===== src/rtl/uart_evt_pkg.sv =====
// Package: register map, event bit layout and timing constants for the UART event block
package uart_evt_pkg;
  // Register byte addresses (word aligned)
  localparam logic [3:0] ADDR_EVENT_FLAGS = 4'h0;
  localparam logic [3:0] ADDR_EVENT_ENABLE = 4'h4;
  localparam logic [3:0] ADDR_LINE_STATUS = 4'h8;
  localparam logic [3:0] ADDR_CONTROL = 4'hc;
  localparam logic [3:0] ADDR_LAST_CTRL_CHAR = 4'h0;
  localparam logic [3:0] ADDR_CTRL_TABLE = 4'h4;
  // Event bit positions
  localparam int EV_RX = 0;
  localparam int EV_TX = 1;
  localparam int EV_BUSY = 2;
  localparam int EV_CCR = 3;
  localparam int EV_BRK = 4;
  localparam int EV_IDLE = 5;
  localparam int EV_CD = 6;
  localparam int EV_CTS = 7;
  // Control register bit positions
  localparam int CTL_FREEZE = 0;
  localparam int CTL_TX_ON = 1;
  localparam int CTL_RX_ON = 2;
  localparam int CTL_MULTIDROP = 3;
  // Control table entry layout: [9]=valid, [8]=reject, [7:0]=char
  localparam int CT_VALID = 9;
  localparam int CT_REJECT = 8;
  localparam int CT_ENTRIES = 8;
  // Reset values
  localparam logic [7:0] EVENT_RESET = 8'h00;
  localparam logic [7:0] ENABLE_RESET = 8'h00;
  localparam logic [3:0] CONTROL_RESET = 4'h0;
  localparam logic [31:0] UNMAPPED_READ = 32'h0000_0000;
  // Bit timing
  localparam int CLOCK_HZ = 10_000_000;
  localparam int BAUD = 9600;
  localparam int BIT_CYCLES = CLOCK_HZ / BAUD;
  localparam int HALF_BIT_CYCLES = BIT_CYCLES / 2;
  localparam int CTR_W = 13;
  // Clocks after reset before pin edges count as events
  localparam logic [2:0] EDGE_SETTLE_CYCLES = 3'h5;
  // Idle gap between back-to-back buffers when clear_send_report is set
  localparam logic [1:0] IDLE_GAP_BITS = 2'h2;

  typedef struct packed {
    logic [7:0] data;
    logic last_in_buf;
    logic clear_send_report;
  } tx_char_t;

  typedef struct packed {
    logic [7:0] data;
    logic is_break;
  } rx_char_t;
endpackage


===== src/rtl/uart_event_mask_logic.sv =====
// UART channel event flags, mask, control-character match and transmit freeze/pacing
//
// The implementer's own choices: the register offsets and the Avalon-MM slave port.
`timescale 1ns/1ps
// Contract
// - 8-bit sticky event register, set on events
// - Event register read has no side effect
// - Write one clears bit, zero untouched
// - Request held until unmasked events cleared
// - Reset zeroes event register
// - Bit order CTS..RX from 7 to 0
// - CTS/CD any edge sets change bit
// - Receive idle change sets idle bit
// - Break character sets break bit
// - Rejected control char stored, event set
// - No empty buffer: drop char, busy
// - Busy in multidrop returns to hunt
// - Report set: TX event at last bit
// - Report clear: TX event at FIFO write
// - RX event no earlier than mid-stop
// - 8-bit read-write mask, one enables
// - Reset clears mask register
// - Non-reject control char closes buffer
// - Rejected control char not stored
// - Freeze halts, release resumes losslessly
// - Report set: two idle bits between buffers
module uart_event_mask_logic
  import uart_evt_pkg::*;
(
  input wire logic i_clock,
  input wire logic i_srst,
  // Avalon-MM slave
  input wire logic [3:0] i_avs_address,
  input wire logic i_avs_read,
  input wire logic i_avs_write,
  input wire logic [31:0] i_avs_writedata,
  output logic [31:0] o_avs_readdata,
  output logic o_avs_waitrequest,
  // Control-character table port (software side)
  input wire logic i_ct_write,
  input wire logic [2:0] i_ct_index,
  input wire logic [9:0] i_ct_entry,
  output logic [7:0] o_last_ctrl_char,
  // Modem lines from pins (asynchronous)
  input wire logic i_cts_n,
  input wire logic i_cd_n,
  // Receive framing path (same clock)
  input wire logic i_rx_valid,
  input wire rx_char_t i_rx_char,
  input wire logic i_rx_mid_stop,
  input wire logic i_rx_line_idle,
  input wire logic i_rx_buf_empty_avail,
  output logic o_rx_store,
  output logic [7:0] o_rx_store_data,
  output logic o_rx_close_buf,
  output logic o_rx_hunt,
  // Transmit path
  input wire logic i_tx_valid,
  input wire tx_char_t i_tx_char,
  output logic o_tx_ready,
  input wire logic i_tx_last_bit_start,
  output logic o_tx_fifo_wr,
  output logic [7:0] o_tx_fifo_data,
  input wire logic i_tx_fifo_full,
  output logic o_irq
);

  logic [7:0] event_r, event_nxt, set_ev;
  logic [7:0] enable_r;
  logic [3:0] control_r;
  logic [9:0] ctable_r [CT_ENTRIES];
  logic [7:0] last_cc_r;
  logic [2:0] cts_sync_r, cd_sync_r;
  logic cts_lvl_r, cd_lvl_r, idle_lvl_r;
  logic wait_r;
  logic [31:0] rdata_r;
  logic irq_r;
  logic rx_store_r, rx_close_r, rx_hunt_r;
  logic [7:0] rx_data_r;
  logic close_pend_r;
  logic tx_pend_done_r;
  logic tx_wr_r;
  logic [7:0] tx_data_r;
  logic [CTR_W-1:0] gap_cnt_r;
  logic gap_active_r;

  typedef enum {TX_IDLE, TX_GAP} tx_state_t;
  tx_state_t tx_state_r;

  logic acc, wr_acc, rd_acc;
  assign acc = (i_avs_read | i_avs_write) & wait_r;
  assign wr_acc = i_avs_write & wait_r;
  assign rd_acc = i_avs_read & wait_r;

  // One wait cycle then answer: request seen, waitrequest drops next edge
  always_ff @(posedge i_clock) begin
    if (i_srst) begin
      wait_r <= 1'b0;
    end else begin
      wait_r <= (i_avs_read | i_avs_write) & ~wait_r;
    end
  end

  // Read data, no side effect on event state
  always_ff @(posedge i_clock) begin
    if (i_srst) begin
      rdata_r <= UNMAPPED_READ;
    end else if (i_avs_read & ~wait_r) begin
      case (i_avs_address)
        ADDR_EVENT_FLAGS: rdata_r <= {24'h00_0000, event_r};
        ADDR_EVENT_ENABLE: rdata_r <= {24'h00_0000, enable_r};
        ADDR_LINE_STATUS: rdata_r <= {29'h0000_0000, idle_lvl_r, cd_lvl_r, cts_lvl_r};
        ADDR_CONTROL: rdata_r <= {28'h000_0000, control_r};
        // Unmapped offsets read zero, never an error
        default: rdata_r <= UNMAPPED_READ;
      endcase
    end
  end

  // Control and mask registers
  always_ff @(posedge i_clock) begin
    if (i_srst) begin
      enable_r <= ENABLE_RESET;
      control_r <= CONTROL_RESET;
    end else if (wr_acc) begin
      if (i_avs_address == ADDR_EVENT_ENABLE) begin
        enable_r <= i_avs_writedata[7:0];
      end
      if (i_avs_address == ADDR_CONTROL) begin
        control_r <= i_avs_writedata[3:0];
      end
    end
  end

  // Control-character table
  always_ff @(posedge i_clock) begin
    if (i_srst) begin
      for (int i = 0; i < CT_ENTRIES; i++) begin
        ctable_r[i] <= 10'h000;
      end
    end else if (i_ct_write) begin
      ctable_r[i_ct_index] <= i_ct_entry;
    end
  end

  // Modem lines: three flops, change once second and third agree
  always_ff @(posedge i_clock) begin
    if (i_srst) begin
      cts_sync_r <= 3'h0;
      cd_sync_r <= 3'h0;
      cts_lvl_r <= 1'b0;
      cd_lvl_r <= 1'b0;
    end else begin
      cts_sync_r <= {cts_sync_r[1:0], i_cts_n};
      cd_sync_r <= {cd_sync_r[1:0], i_cd_n};
      if (cts_sync_r[1] == cts_sync_r[2]) begin
        cts_lvl_r <= cts_sync_r[2];
      end
      if (cd_sync_r[1] == cd_sync_r[2]) begin
        cd_lvl_r <= cd_sync_r[2];
      end
    end
  end

  // Receive idle level comes from same-clock logic, no synchroniser
  always_ff @(posedge i_clock) begin
    if (i_srst) begin
      idle_lvl_r <= 1'b0;
    end else begin
      idle_lvl_r <= i_rx_line_idle;
    end
  end

  // Control-character match over the table
  // Lowest index wins when two entries hold one char
  logic cc_hit, cc_reject;
  always_comb begin
    cc_hit = 1'b0;
    cc_reject = 1'b0;
    for (int i = 0; i < CT_ENTRIES; i++) begin
      if (ctable_r[i][CT_VALID] && ctable_r[i][7:0] == i_rx_char.data && !cc_hit) begin
        cc_hit = 1'b1;
        cc_reject = ctable_r[i][CT_REJECT];
      end
    end
  end

  // Breaks skip the table and never take a buffer
  logic rx_take, rx_busy;
  assign rx_take = i_rx_valid & control_r[CTL_RX_ON] & ~i_rx_char.is_break;
  assign rx_busy = rx_take & ~(cc_hit & cc_reject) & ~i_rx_buf_empty_avail;

  // Receive side: store, close, hunt
  always_ff @(posedge i_clock) begin
    if (i_srst) begin
      rx_store_r <= 1'b0;
      rx_data_r <= 8'h00;
      rx_hunt_r <= 1'b0;
      close_pend_r <= 1'b0;
    end else begin
      // Rejected control chars never reach the buffer
      rx_store_r <= rx_take & ~(cc_hit & cc_reject) & i_rx_buf_empty_avail;
      rx_data_r <= i_rx_char.data;
      rx_hunt_r <= rx_busy & control_r[CTL_MULTIDROP];
      // Close waits for mid-stop so the RX event is never early
      if (rx_take & cc_hit & ~cc_reject & i_rx_buf_empty_avail) begin
        close_pend_r <= 1'b1;
      end else if (i_rx_mid_stop) begin
        close_pend_r <= 1'b0;
      end
    end
  end

  // Last rejected control char, kept for software
  always_ff @(posedge i_clock) begin
    if (i_srst) begin
      last_cc_r <= 8'h00;
    end else if (rx_take & cc_hit & cc_reject) begin
      last_cc_r <= i_rx_char.data;
    end
  end

  always_ff @(posedge i_clock) begin
    if (i_srst) begin
      rx_close_r <= 1'b0;
    end else begin
      rx_close_r <= close_pend_r & i_rx_mid_stop;
    end
  end

  // Transmit: freeze stalls the source, no character dropped
  logic tx_go;
  assign tx_go = i_tx_valid & o_tx_ready;

  // Ready drops after each take: at most one char per two clocks
  always_ff @(posedge i_clock) begin
    if (i_srst) begin
      o_tx_ready <= 1'b0;
    end else begin
      o_tx_ready <= control_r[CTL_TX_ON] & ~control_r[CTL_FREEZE] & ~i_tx_fifo_full
        & (tx_state_r == TX_IDLE) & ~tx_go;
    end
  end

  always_ff @(posedge i_clock) begin
    if (i_srst) begin
      tx_wr_r <= 1'b0;
      tx_data_r <= 8'h00;
    end else begin
      tx_wr_r <= tx_go;
      if (tx_go) begin
        tx_data_r <= i_tx_char.data;
      end
    end
  end

  // Buffer end pacing: two idle bit times when reporting is on
  always_ff @(posedge i_clock) begin
    if (i_srst) begin
      tx_state_r <= TX_IDLE;
      gap_cnt_r <= '0;
      tx_pend_done_r <= 1'b0;
      gap_active_r <= 1'b0;
    end else begin
      case (tx_state_r)
        TX_IDLE: begin
          if (tx_go & i_tx_char.last_in_buf & i_tx_char.clear_send_report) begin
            tx_state_r <= TX_GAP;
            tx_pend_done_r <= 1'b1;
            gap_active_r <= 1'b0;
            gap_cnt_r <= CTR_W'(BIT_CYCLES * IDLE_GAP_BITS);
          end
        end
        TX_GAP: begin
          if (tx_pend_done_r) begin
            if (i_tx_last_bit_start) begin
              tx_pend_done_r <= 1'b0;
              gap_active_r <= 1'b1;
              // Last data bit plus stop bit still to go before the idles
              gap_cnt_r <= CTR_W'(BIT_CYCLES * (IDLE_GAP_BITS + 2'h2));
            end
          end else if (gap_cnt_r == '0) begin
            tx_state_r <= TX_IDLE;
            gap_active_r <= 1'b0;
          end else begin
            gap_cnt_r <= gap_cnt_r - 1'b1;
          end
        end
        default: tx_state_r <= TX_IDLE;
      endcase
    end
  end

  // Pin synchronisers refill after reset; a level seen then is no change
  logic [2:0] settle_cnt_r;
  logic edges_armed;
  assign edges_armed = (settle_cnt_r == EDGE_SETTLE_CYCLES);
  always_ff @(posedge i_clock) begin
    if (i_srst) begin
      settle_cnt_r <= 3'h0;
    end else if (!edges_armed) begin
      settle_cnt_r <= settle_cnt_r + 3'h1;
    end
  end

  // Event sources
  logic cts_prev_r, cd_prev_r, idle_prev_r;
  always_ff @(posedge i_clock) begin
    if (i_srst) begin
      cts_prev_r <= 1'b0;
      cd_prev_r <= 1'b0;
      idle_prev_r <= 1'b0;
    end else begin
      cts_prev_r <= cts_lvl_r;
      cd_prev_r <= cd_lvl_r;
      idle_prev_r <= idle_lvl_r;
    end
  end

  always_comb begin
    set_ev = 8'h00;
    set_ev[EV_CTS] = edges_armed & (cts_prev_r ^ cts_lvl_r);
    set_ev[EV_CD] = edges_armed & (cd_prev_r ^ cd_lvl_r);
    set_ev[EV_IDLE] = edges_armed & (idle_prev_r ^ idle_lvl_r);
    set_ev[EV_BRK] = i_rx_valid & control_r[CTL_RX_ON] & i_rx_char.is_break;
    set_ev[EV_CCR] = rx_take & cc_hit & cc_reject;
    set_ev[EV_BUSY] = rx_busy;
    set_ev[EV_TX] = (tx_go & i_tx_char.last_in_buf & ~i_tx_char.clear_send_report)
      | (tx_state_r == TX_GAP & tx_pend_done_r & i_tx_last_bit_start);
    set_ev[EV_RX] = close_pend_r & i_rx_mid_stop;
  end

  // Sticky flags: set wins over the write-one clear
  always_comb begin
    event_nxt = event_r;
    if (wr_acc && i_avs_address == ADDR_EVENT_FLAGS) begin
      event_nxt = event_r & ~i_avs_writedata[7:0];
    end
    event_nxt = event_nxt | set_ev;
  end

  always_ff @(posedge i_clock) begin
    if (i_srst) begin
      event_r <= EVENT_RESET;
    end else begin
      event_r <= event_nxt;
    end
  end

  // Follows the flags in the same clock; set beats clear, so no event is missed
  always_ff @(posedge i_clock) begin
    if (i_srst) begin
      irq_r <= 1'b0;
    end else begin
      irq_r <= |(event_nxt & enable_r);
    end
  end

  assign o_avs_readdata = rdata_r;
  assign o_avs_waitrequest = ~wait_r;
  assign o_irq = irq_r;
  assign o_last_ctrl_char = last_cc_r;
  assign o_rx_store = rx_store_r;
  assign o_rx_store_data = rx_data_r;
  assign o_rx_close_buf = rx_close_r;
  assign o_rx_hunt = rx_hunt_r;
  assign o_tx_fifo_wr = tx_wr_r;
  assign o_tx_fifo_data = tx_data_r;

  logic unused;
  assign unused = acc | rd_acc | gap_active_r;
endmodule


===== config.mk =====
export PLATFORM = sky130hd
export DESIGN_NAME = uart_event_mask_logic
export DESIGN_NICKNAME = d
export VERILOG_FILES = /design/src/rtl/uart_evt_pkg.sv /design/src/rtl/uart_event_mask_logic.sv
export SDC_FILE = /design/constraint.sdc
export NUM_CORES = 1
export LEC_CHECK = 0
export BUFFER_PORTS_ARGS = -buffer_cell sky130_fd_sc_hd__buf_4
export CAP_MARGIN = 20
export CORE_MARGIN = 2
export CORE_UTILIZATION = 35
export DETAILED_ROUTE_END_ITERATION = 8
export PLACE_DENSITY = 0.63
export SKIP_LAST_GASP = 1
export SLEW_MARGIN = 20
export SYNTH_ARGS = -nofsm -noshare
export SYNTH_HDL_FRONTEND = slang
export SYNTH_SLANG_ARGS = --single-unit

===== constraint.sdc =====
create_clock -name i_clock -period 2.2 [get_ports i_clock]
set_clock_uncertainty 0.1 [all_clocks]
set_input_delay 0.22 -clock i_clock [delete_from_list [all_inputs] [get_ports i_clock]]
set_output_delay 0.22 -clock i_clock [all_outputs]
set_load 0.02 [all_outputs]

==> flow_metrics.py, run 1 <==
metrics = {
    "run": {
        "cap_violations": 0,
    },
    "synthesis": {
        "ys_types": 61,
        "synth_top_flop_cell": "dfxtp_1",
        "postSynthCellCount": 730,
        "synthArstFlopShare_pct": 0,
        "yosysTopAreaCell": "edfxtp_1",
        "synth.top_cell.area_share_pct": 31.0,
        "syn_area_per_cell_sq_um": 10.6,
        "synth_commonest_cells": "dfxtp_1 (90), and2_1 (81), edfxtp_1 (80)",
        "ys_top_cells_by_area": "edfxtp_1 (31%), dfxtp_1 (23%), and2_1 (6.5%)",
        "synthMostInstantiatedCell": "dfxtp_1",
        "ys_warn_count": 0,
        "ys_ff_latch": 170,
        "seq_area_frac_synth_pct": 54.3,
        "synth_edf_count": 80,
        "syn_area_sq_um": 7740,
    },
    "critical_path": {
        "worstReg2RegStart": "ctable_r[1][5]",
        "r2r_end": "o_last_ctrl_char[7]",
        "cp_max_fo": 9,
        "crit_required_ns": 2.42,
        "crit_end": "o_last_ctrl_char[7]",
        "worstPathArrival_ns": 2.57,
        "crit_path_end_kind": "register",
        "crit_start": "ctable_r[1][5]",
        "path_class": "register to register",
        "rr_worst_depth": 9,
        "rrSetupSlack_ns": -0.14,
        "cp-start-kind": "register",
    },
    "sta": {
        "timing.fmax_mhz": 427,
        "setup_slack_ns": -0.145,
        "setup_viol": 8,
        "tightest_slew_ns": 0.514,
        "hold_viol_final": 0,
        "rsz0062_at_grt": "yes",
        "max_slew_margin_pct": 65.4,
        "drv_slew": 0,
        "min_period_ns": 2.34,
        "fin_crit_sh_pct": 107,
    },
    "layout": {
        "n_fill_cell": 2031,
        "n_antenna_cell": 0,
        "area_growth_pct": 28.1,
        "final_nets": 978,
        "drive_gt1_share_pct": 24.4,
        "final_util_pct": 45.6,
    },
    "global_routing": {
        "grt_pass1_wl_um": 29000,
        "track_usage_pct": 15.8,
        "grt_overflow": 0,
        "grt_pass1_vias": 5463,
        "antenna_found_initial": 0,
        "grt_max_degree": 92,
    },
    "route": {
        "wl_um": 18100,
        "ant_nets": 0,
        "num_vias": 5513,
        "vias_per_cell": 4.65,
        "drc": 0,
        "wire_per_inst_um": 15.3,
        "drt_iter0_drc": 289,
        "firstDrtPassIters": 4,
    },
    "power": {
        "p_leak_uw": 0.00379,
        "power.total_uw": 7100,
        "p_per_area_nw_per_um2": 716,
        "power.ir.vdd_worst_v": 0.000384,
    },
    "floorplanning": {
        "die-area_sq_um": 23300,
        "initial_core_util_pct": 35.6,
        "die_y_um": 153,
        "io_pins": 145,
        "core-area_sq_um": 21800,
        "die_w_um": 153,
        "row_count": 54,
    },
    "cts": {
        "htreeDepth": 4,
        "cts_tree": "done",
        "cts_num_sinks": 170,
        "clk_latency_ns": 0.44,
        "clkTransAtPathRegs_ns": 0.08,
        "cts_buffers": 17,
        "cts_root_buf": "clkbuf_16",
        "cts.path.max_buffers": 2,
    },
    "run_status": {
        "violations": "negative setup slack",
        "outcome": "finished with violations",
    },
    "placed_design": {
        "port_buffers": 96,
        "gp_congestion": 0.773,
        "hpwl_um": 12500,
    },
    "min_path": {
        "hold_class": "input pin to register",
    },
}
-- report_power, final --
part / switching, uW / internal (uW)
combinational: 332 / 277
sequential: 55.2 / 3420
clock: 1470 / 1550
total: 1850 / 5250
-- timing repair --
item,CTS,global route
endpoints found under the hold margin,33,0
pin swaps,5,6
endpoints found under the setup margin,13,19
hold buffers,25,0
resized for setup,4,6
buffers inserted,4,1
-- state kept, by name (all words and copies together) (netlist names), 3 cells and up --
name / flops
o_tx_fifo_data: 8
o_rx_store_data: 8
event_r: 8
gap_cnt_r: 13
cd_sync_r: 3
ctable_r: 80
control_r: 4
enable_r: 8
settle_cnt_r: 3
o_avs_readdata: 8
o_last_ctrl_char: 8
cts_sync_r: 3
-- through the flow --
stage	instance area, sq um	setup TNS (ns)	instances	setup slack, ns	hold slack, ns
after global placement	8960	-1.91	1125	-0.246	0.289
after floorplan	7830	0	753	0.00296	0.196
after CTS	9880	-0.983	1186	-0.154	0.00386
final	9910	-1.09	1186	-0.145	0.0273
after detailed placement	8960	-2.88	1125	-0.336	0.289
after global routing	9910	-2.42	1186	-0.264	0.0344
-- how the worst min path moves through the flow --
stage                                     from             end  slack [ns]  cells past startpoint
after floorplan           i_rx_buf_empty_avail       o_rx_hunt        0.20                      1
after global routing              i_rx_char[0]      event_r[4]        0.03                      3
final                             i_tx_char[1]  tx_pend_done_r        0.03                      3
after CTS                         i_tx_char[1]  tx_pend_done_r       0.004                      3
after global placement          i_tx_fifo_full      o_tx_ready        0.29                      2
after detailed placement        i_tx_fifo_full      o_tx_ready        0.29                      2
-- cells in the final DEF, fill, tap and decap left out, types with 19 or more instances in the layout --
| cell | instances |
|---|---|
| nor2b_1 | 26 |
| buf_4 | 149 |
| edfxtp_1 | 80 |
| nand2_1 | 48 |
| xor2_1 | 19 |
| dlygate4sd3_1 | 25 |
| nor3_1 | 23 |
| dfxtp_1 | 90 |
| nor2_1 | 67 |
| xnor2_1 | 56 |
| and2_1 | 81 |
| a21oi_1 | 29 |
| conb_1 | 24 |
-- layer usage --
metal	up-vias	track usage, %	wire length (um)
met5	-	0	0
met4	0	5.56	245
met3	19	3.10	792
met2	120	24.8	8450
met1	2598	21.8	8610
li1	2776	-	-
-- logic make-up after synthesis --
family | synth area share, %
other | 0.0485
buffers and inverters | 5.43
xor gates and xnor gates | 8.49
DFF | 54.3
and+or+nand+nor | 21.0
adders and majority gates | 0.485
AOI/OAI and AO/OA | 6.42
muxes | 3.85
-- area by class of cell --
class	instances	area [sq um]	share of cell area (%)
clock buffer	17	425	4.29
clock inverter	15	184	1.86
tap	280	350	3.53
multi-input combinational	510	3250	32.8
sequential	170	4200	42.4
inverter	16	60.1	0.606
timing repair buffer	178	1440	14.5
-- worst max-delay path: stages (launching register included) --
cell	delay (ns)
edfxtp_1	0.41
xnor2_1	0.15
nand3_1	0.13
nor3_1	0.07
buf_4	0.14
nor4_1	0.40
o2111a_2	0.32
o21ai_4	0.06
buf_12	0.15
mux2_1	0.30
(Power assumes the default switching activity.)
==> run 2, diff against run 1 <==
CTS_CLUSTER_SIZE = 20   (was not set)
clock period = 2 ns   (was 2.2 ns; I/O delays follow)
==> flow_metrics.py, run 2 (synthesis results as in run 1) <==
metrics = {
    "placed_design": {
        "gp_congestion": 0.770,
        "dp_cells": 1144,
        "placed_area_sq_um": 9100,
        "dp_slack_ns": -0.490,
        "hpwl_um": 13300,
        "port_buffers": 96,
    },
    "sta": {
        "rsz0062_at_grt": "yes",
        "tightest_slew_ns": 0.548,
        "hold_viol_final": 0,
        "setup_viol": 14,
        "drv_slew": 0,
        "fin_crit_sh_pct": 122,
        "min_period_ns": 2.43,
        "finalSetupTns_ns": -4.10,
        "max_slew_margin_pct": 63.2,
        "hold_ws_ns": 0.0262,
        "timing.fmax_mhz": 411,
        "setup_slack_ns": -0.435,
    },
    "route": {
        "ant_nets": 0,
        "wl_um": 19100,
        "vias_per_cell": 4.67,
        "num_vias": 5617,
        "firstDrtPassIters": 5,
        "drc": 0,
        "wire_per_inst_um": 15.8,
        "drt_iter0_drc": 350,
    },
    "cts": {
        "cts_num_sinks": 170,
        "cts.path.max_buffers": 2,
        "clk_latency_ns": 0.44,
        "cts_tree": "done",
        "htreeDepth": 4,
        "cts_buffers": 17,
        "clkTransAtPathRegs_ns": 0.07,
        "cts_root_buf": "clkbuf_16",
    },
    "power": {
        "clock_power_share_pct": 43.7,
        "p_leak_uw": 0.00390,
        "swShare_pct": 23.4,
        "power.internal_uw": 6170,
        "p_switching_uw": 1880,
        "p_seq_share_pct": 47.6,
        "p_per_area_nw_per_um2": 797,
        "pwr-share-comb_pct": 8.7,
        "power.ir.vdd_worst_v": 0.000500,
    },
    "critical_path": {
        "max_stage_delay_ns": 0.40,
        "crit_chain": "xnor2_1 -> nand3_1 -> or3_1 -> a311oi_2 -> o31ai_2 -> o21ai_4 -> clkbuf_16 -> mux2_2",
        "worstPathArrival_ns": 2.65,
        "cp_max_fo": 4,
        "crit_required_ns": 2.22,
        "path_class": "register to register",
        "cp_slowest_cell": "edfxtp_1",
        "crit_path_end_kind": "register",
        "cp-start-kind": "register",
    },
    "floorplanning": {
        "die_w_um": 153,
        "die_y_um": 153,
        "die-area_sq_um": 23300,
        "row_count": 54,
        "core-area_sq_um": 21800,
        "initial_core_util_pct": 35.6,
        "io_pins": 145,
    },
    "run_status": {
        "outcome": "finished with violations",
        "violations": "negative setup slack",
    },
    "layout": {
        "design_area_sq_um": 10100,
        "fin_cells": 1204,
        "multiInputGateArea_sq_um": 3260,
        "final_cell_mix": "buf_4 (166), dfxtp_1 (90), and2_1 (81), edfxtp_1 (80), nor2_1 (66)",
        "largest_reg_flops": 80,
        "regMostFlops": "ctable_r",
        "seq_area_sq_um": 4200,
        "mostFrequentLayoutCell": "buf_4",
        "n_antenna_cell": 0,
        "drive_gt1_share_pct": 26.2,
        "area_growth_pct": 30.4,
        "n_fill_cell": 2061,
        "largestRegisters": "ctable_r x80, gap_cnt_r x13",
        "final_nets": 996,
    },
    "global_routing": {
        "grt_pass1_wl_um": 30200,
        "antenna_found_initial": 0,
        "track_usage_pct": 16.6,
        "grt_overflow": 0,
        "grt_max_degree": 54,
        "grt_pass1_vias": 5649,
    },
    "run": {
        "cap_violations": 0,
    },
    "min_path": {
        "hold_class": "input pin to register",
    },
}
==> run 2: what timing repair did <==
item                       CTS  global route
pin swaps                    2             1
setup endpoints to repair   15            24
gates cloned                 0             1
buffers inserted             1             1
hold buffers                26             0
hold endpoints to repair    33             0
gates resized for setup      6             7
==> run 2: cell type report <==
class                   count  area share, %
well taps                 280           3.47
repair buffers            196           15.8
clock inverters            13           1.74
inverters                  16          0.595
flip-flops and latches    170           41.6
multi-input cells         510           32.3
clock buffers              19           4.50
==> run 2: path summary, 6_finish.rpt <==
check / from / end / slack, ns / depth (start not counted)
min reg2reg: cd_sync_r[2] / cd_lvl_r / 0.36 / 2
max reg2reg: ctable_r[3][3] / o_last_ctrl_char[6] / -0.43 / 8
max: ctable_r[3][3] / o_last_ctrl_char[6] / -0.43 / 8
min: i_rx_char[8] / o_rx_store_data[7] / 0.03 / 2
==> run 2: per-stage QoR <==
step	util (%)	total power [uW]
finish	46.4	8050
global route	46.4	8340
CTS	46.2	8120
detailed placement	41.8	4560
global placement	41.8	4560
floorplan	-	4290
==> run 2: layer usage <==
metal / vias up / part of all wire [%] / track usage, % / routed length [um]
met5: - / 0 / 0 / 0
met4: 0 / 1.1 / 4.63 / 205
met3: 15 / 4.5 / 3.78 / 860
met2: 139 / 48 / 27.0 / 9060
met1: 2650 / 47 / 22.2 / 8930
li1: 2813 / - / - / -
==> run 2: critical path: cells and delay by family, from the launching register on <==
kind	cells	cell delay (ns)
compound gates	3	0.67
simple gates	2	0.50
flops	1	0.40
mux	1	0.32
buf+inv	1	0.18
xor+xnor	1	0.15
==> run 2: power groups by stage <==
stage                     Combinational [uW]  Sequential, uW  Clock, uW
after floorplan                          392            3900          0
final                                    700            3830       3520
after global placement                   649            3910          0
after CTS                                701            3830       3590
after global routing                     759            3840       3740
after detailed placement                 653            3910          0
==> run 3, diff against run 2 <==
CORE_ASPECT_RATIO = 1.4   (was not set)
CORE_MARGIN = not set   (was 2)
==> flow_metrics.py, run 3 (synthesis results as in run 1) <==
metrics = {
    "layout": {
        "largest_reg_flops": 80,
        "n_antenna_cell": 0,
        "final_nets": 1004,
        "drive_gt1_share_pct": 27.6,
        "final_cell_mix": "buf_4 (168), dfxtp_1 (90), and2_1 (81), edfxtp_1 (80), nor2_1 (66)",
        "final_util_pct": 47.1,
        "area_growth_pct": 32.6,
        "largestRegisters": "ctable_r x80, gap_cnt_r x13",
        "mostFrequentLayoutCell": "buf_4",
        "regMostFlops": "ctable_r",
    },
    "cts": {
        "cts.path.max_buffers": 2,
        "cts_tree": "done",
        "cts_buffers": 17,
        "clk_latency_ns": 0.43,
        "cts_root_buf": "clkbuf_16",
        "cts_num_sinks": 170,
        "clkTransAtPathRegs_ns": 0.07,
        "htreeDepth": 4,
    },
    "critical_path": {
        "worstPathArrival_ns": 2.66,
        "cp-start-kind": "register",
        "crit_required_ns": 2.22,
        "crit_path_end_kind": "register",
        "path_class": "register to register",
        "rr_worst_depth": 8,
        "worstReg2RegStart": "ctable_r[3][5]",
        "r2r_end": "o_last_ctrl_char[1]",
        "rrSetupSlack_ns": -0.44,
        "cp_max_fo": 4,
    },
    "min_path": {
        "holdPathStages": 2,
        "hold_class": "input pin to register",
        "hp-start": "i_rx_char[4]",
        "hold-path-endpoint": "o_rx_store_data[3]",
    },
    "sta": {
        "hold_ws_ns": 0.0268,
        "fin_crit_sh_pct": 122,
        "setup_slack_ns": -0.444,
        "setup_viol": 14,
        "rsz0062_at_grt": "yes",
        "finalSetupTns_ns": -4.77,
        "min_period_ns": 2.44,
        "max_slew_margin_pct": 63.4,
        "timing.fmax_mhz": 409,
        "hold_viol_final": 0,
        "tightest_slew_ns": 0.549,
        "drv_slew": 0,
    },
    "route": {
        "vias_per_cell": 4.62,
        "ant_nets": 0,
        "firstDrtPassIters": 4,
        "num_vias": 5672,
        "wl_um": 19000,
        "wire_per_inst_um": 15.5,
        "drc": 0,
        "drt_iter0_drc": 235,
    },
    "power": {
        "p_leak_uw": 0.00395,
        "power.ir.vdd_worst_v": 0.000581,
        "power.total_uw": 7800,
        "p_per_area_nw_per_um2": 760,
    },
    "floorplanning": {
        "initial_core_util_pct": 35.5,
        "die_w_um": 128,
        "row_count": 64,
        "core-area_sq_um": 21800,
        "die-area_sq_um": 22700,
        "die_y_um": 178,
        "io_pins": 145,
    },
    "global_routing": {
        "antenna_found_initial": 0,
        "grt_overflow": 0,
        "track_usage_pct": 17.4,
        "grt_max_degree": 55,
        "grt_pass1_vias": 5718,
        "grt_pass1_wl_um": 29900,
    },
    "placed_design": {
        "hpwl_um": 13500,
        "port_buffers": 96,
        "gp_congestion": 0.828,
    },
    "run_status": {
        "outcome": "finished with violations",
        "violations": "negative setup slack",
    },
    "run": {
        "cap_violations": 0,
    },
}
## run 3: cell types whose count changed in the layout (fill, tap and decap cells not counted), sizes merged
cell | before | now
clkbuf | 20 | 18
bufinv | 3 | 1
buf | 169 | 176
inv | 23 | 25
clkinv | 2 | 5
dlygate4sd3 | 26 | 27
clkinvlp | 1 | 0
## run 3: how the worst max path moves through the flow
stage                              start             endpoint  slack (ns)  cells past startpoint
after floorplan           ctable_r[3][4]  o_last_ctrl_char[0]       -0.20                      7
after global placement      i_rx_char[1]  o_last_ctrl_char[0]       -0.54                      9
after detailed placement    i_rx_char[1]  o_last_ctrl_char[0]       -0.50                      9
after CTS                 ctable_r[1][5]  o_last_ctrl_char[7]       -0.44                     11
after global routing      ctable_r[0][1]  o_last_ctrl_char[4]       -0.52                      8
final                     ctable_r[3][5]  o_last_ctrl_char[1]       -0.44                      8
## run 3: layout make-up
class	instances	area [sq um]
multi-input cells	510	3340
clock buffers	17	425
flip-flops and latches	170	4200
well taps	297	372
repair buffers	204	1700
fillers	2086	11500
inverters	16	60.1
clock inverters	15	156
## run 3: where the power goes
part,leakage (uW),switching (uW),internal [uW]
logic,0.00217,381,336
registers,0.00150,67.5,3770
clock network,0.000288,1480,1770
## run 3: metrics by stage
step           setup slack, ns  cell area [sq um]  cells
4_1_cts                 -0.438              10100   1226
3_5_place_dp            -0.501               9180   1164
5_1_grt                 -0.522              10300   1229
2_1_floorplan           -0.197               7830    753
3_3_place_gp            -0.538               9180   1164
6_report                -0.444              10300   1229
## run 3: timing repair
item,CTS,global route
setup buffers,3,3
resized for setup,10,19
hold endpoints to repair,32,0
hold buffers,27,0
cloned,0,1
pin swaps,3,9
setup endpoints to repair,14,24
## run 3: critical path, cell delays in order, from the launching register on
cell and delay, ns:
edfxtp_1 0.38, xnor2_1 0.16, nand4_1 0.15, or3_4 0.40, a311oi_4 0.29, o31ai_4 0.14
o21ai_4 0.23, clkbuf_16 0.17, mux2_2 0.32
## run 3: layer usage
metal / GRT usage [%] / vias up / part of all wire, %
met4: 5.64 / 0 / 2.0
li1: - / 2827 / -
met1: 19.9 / 2706 / 41
met3: 2.86 / 27 / 2.5
met5: 0 / - / 0
met2: 32.8 / 112 / 54
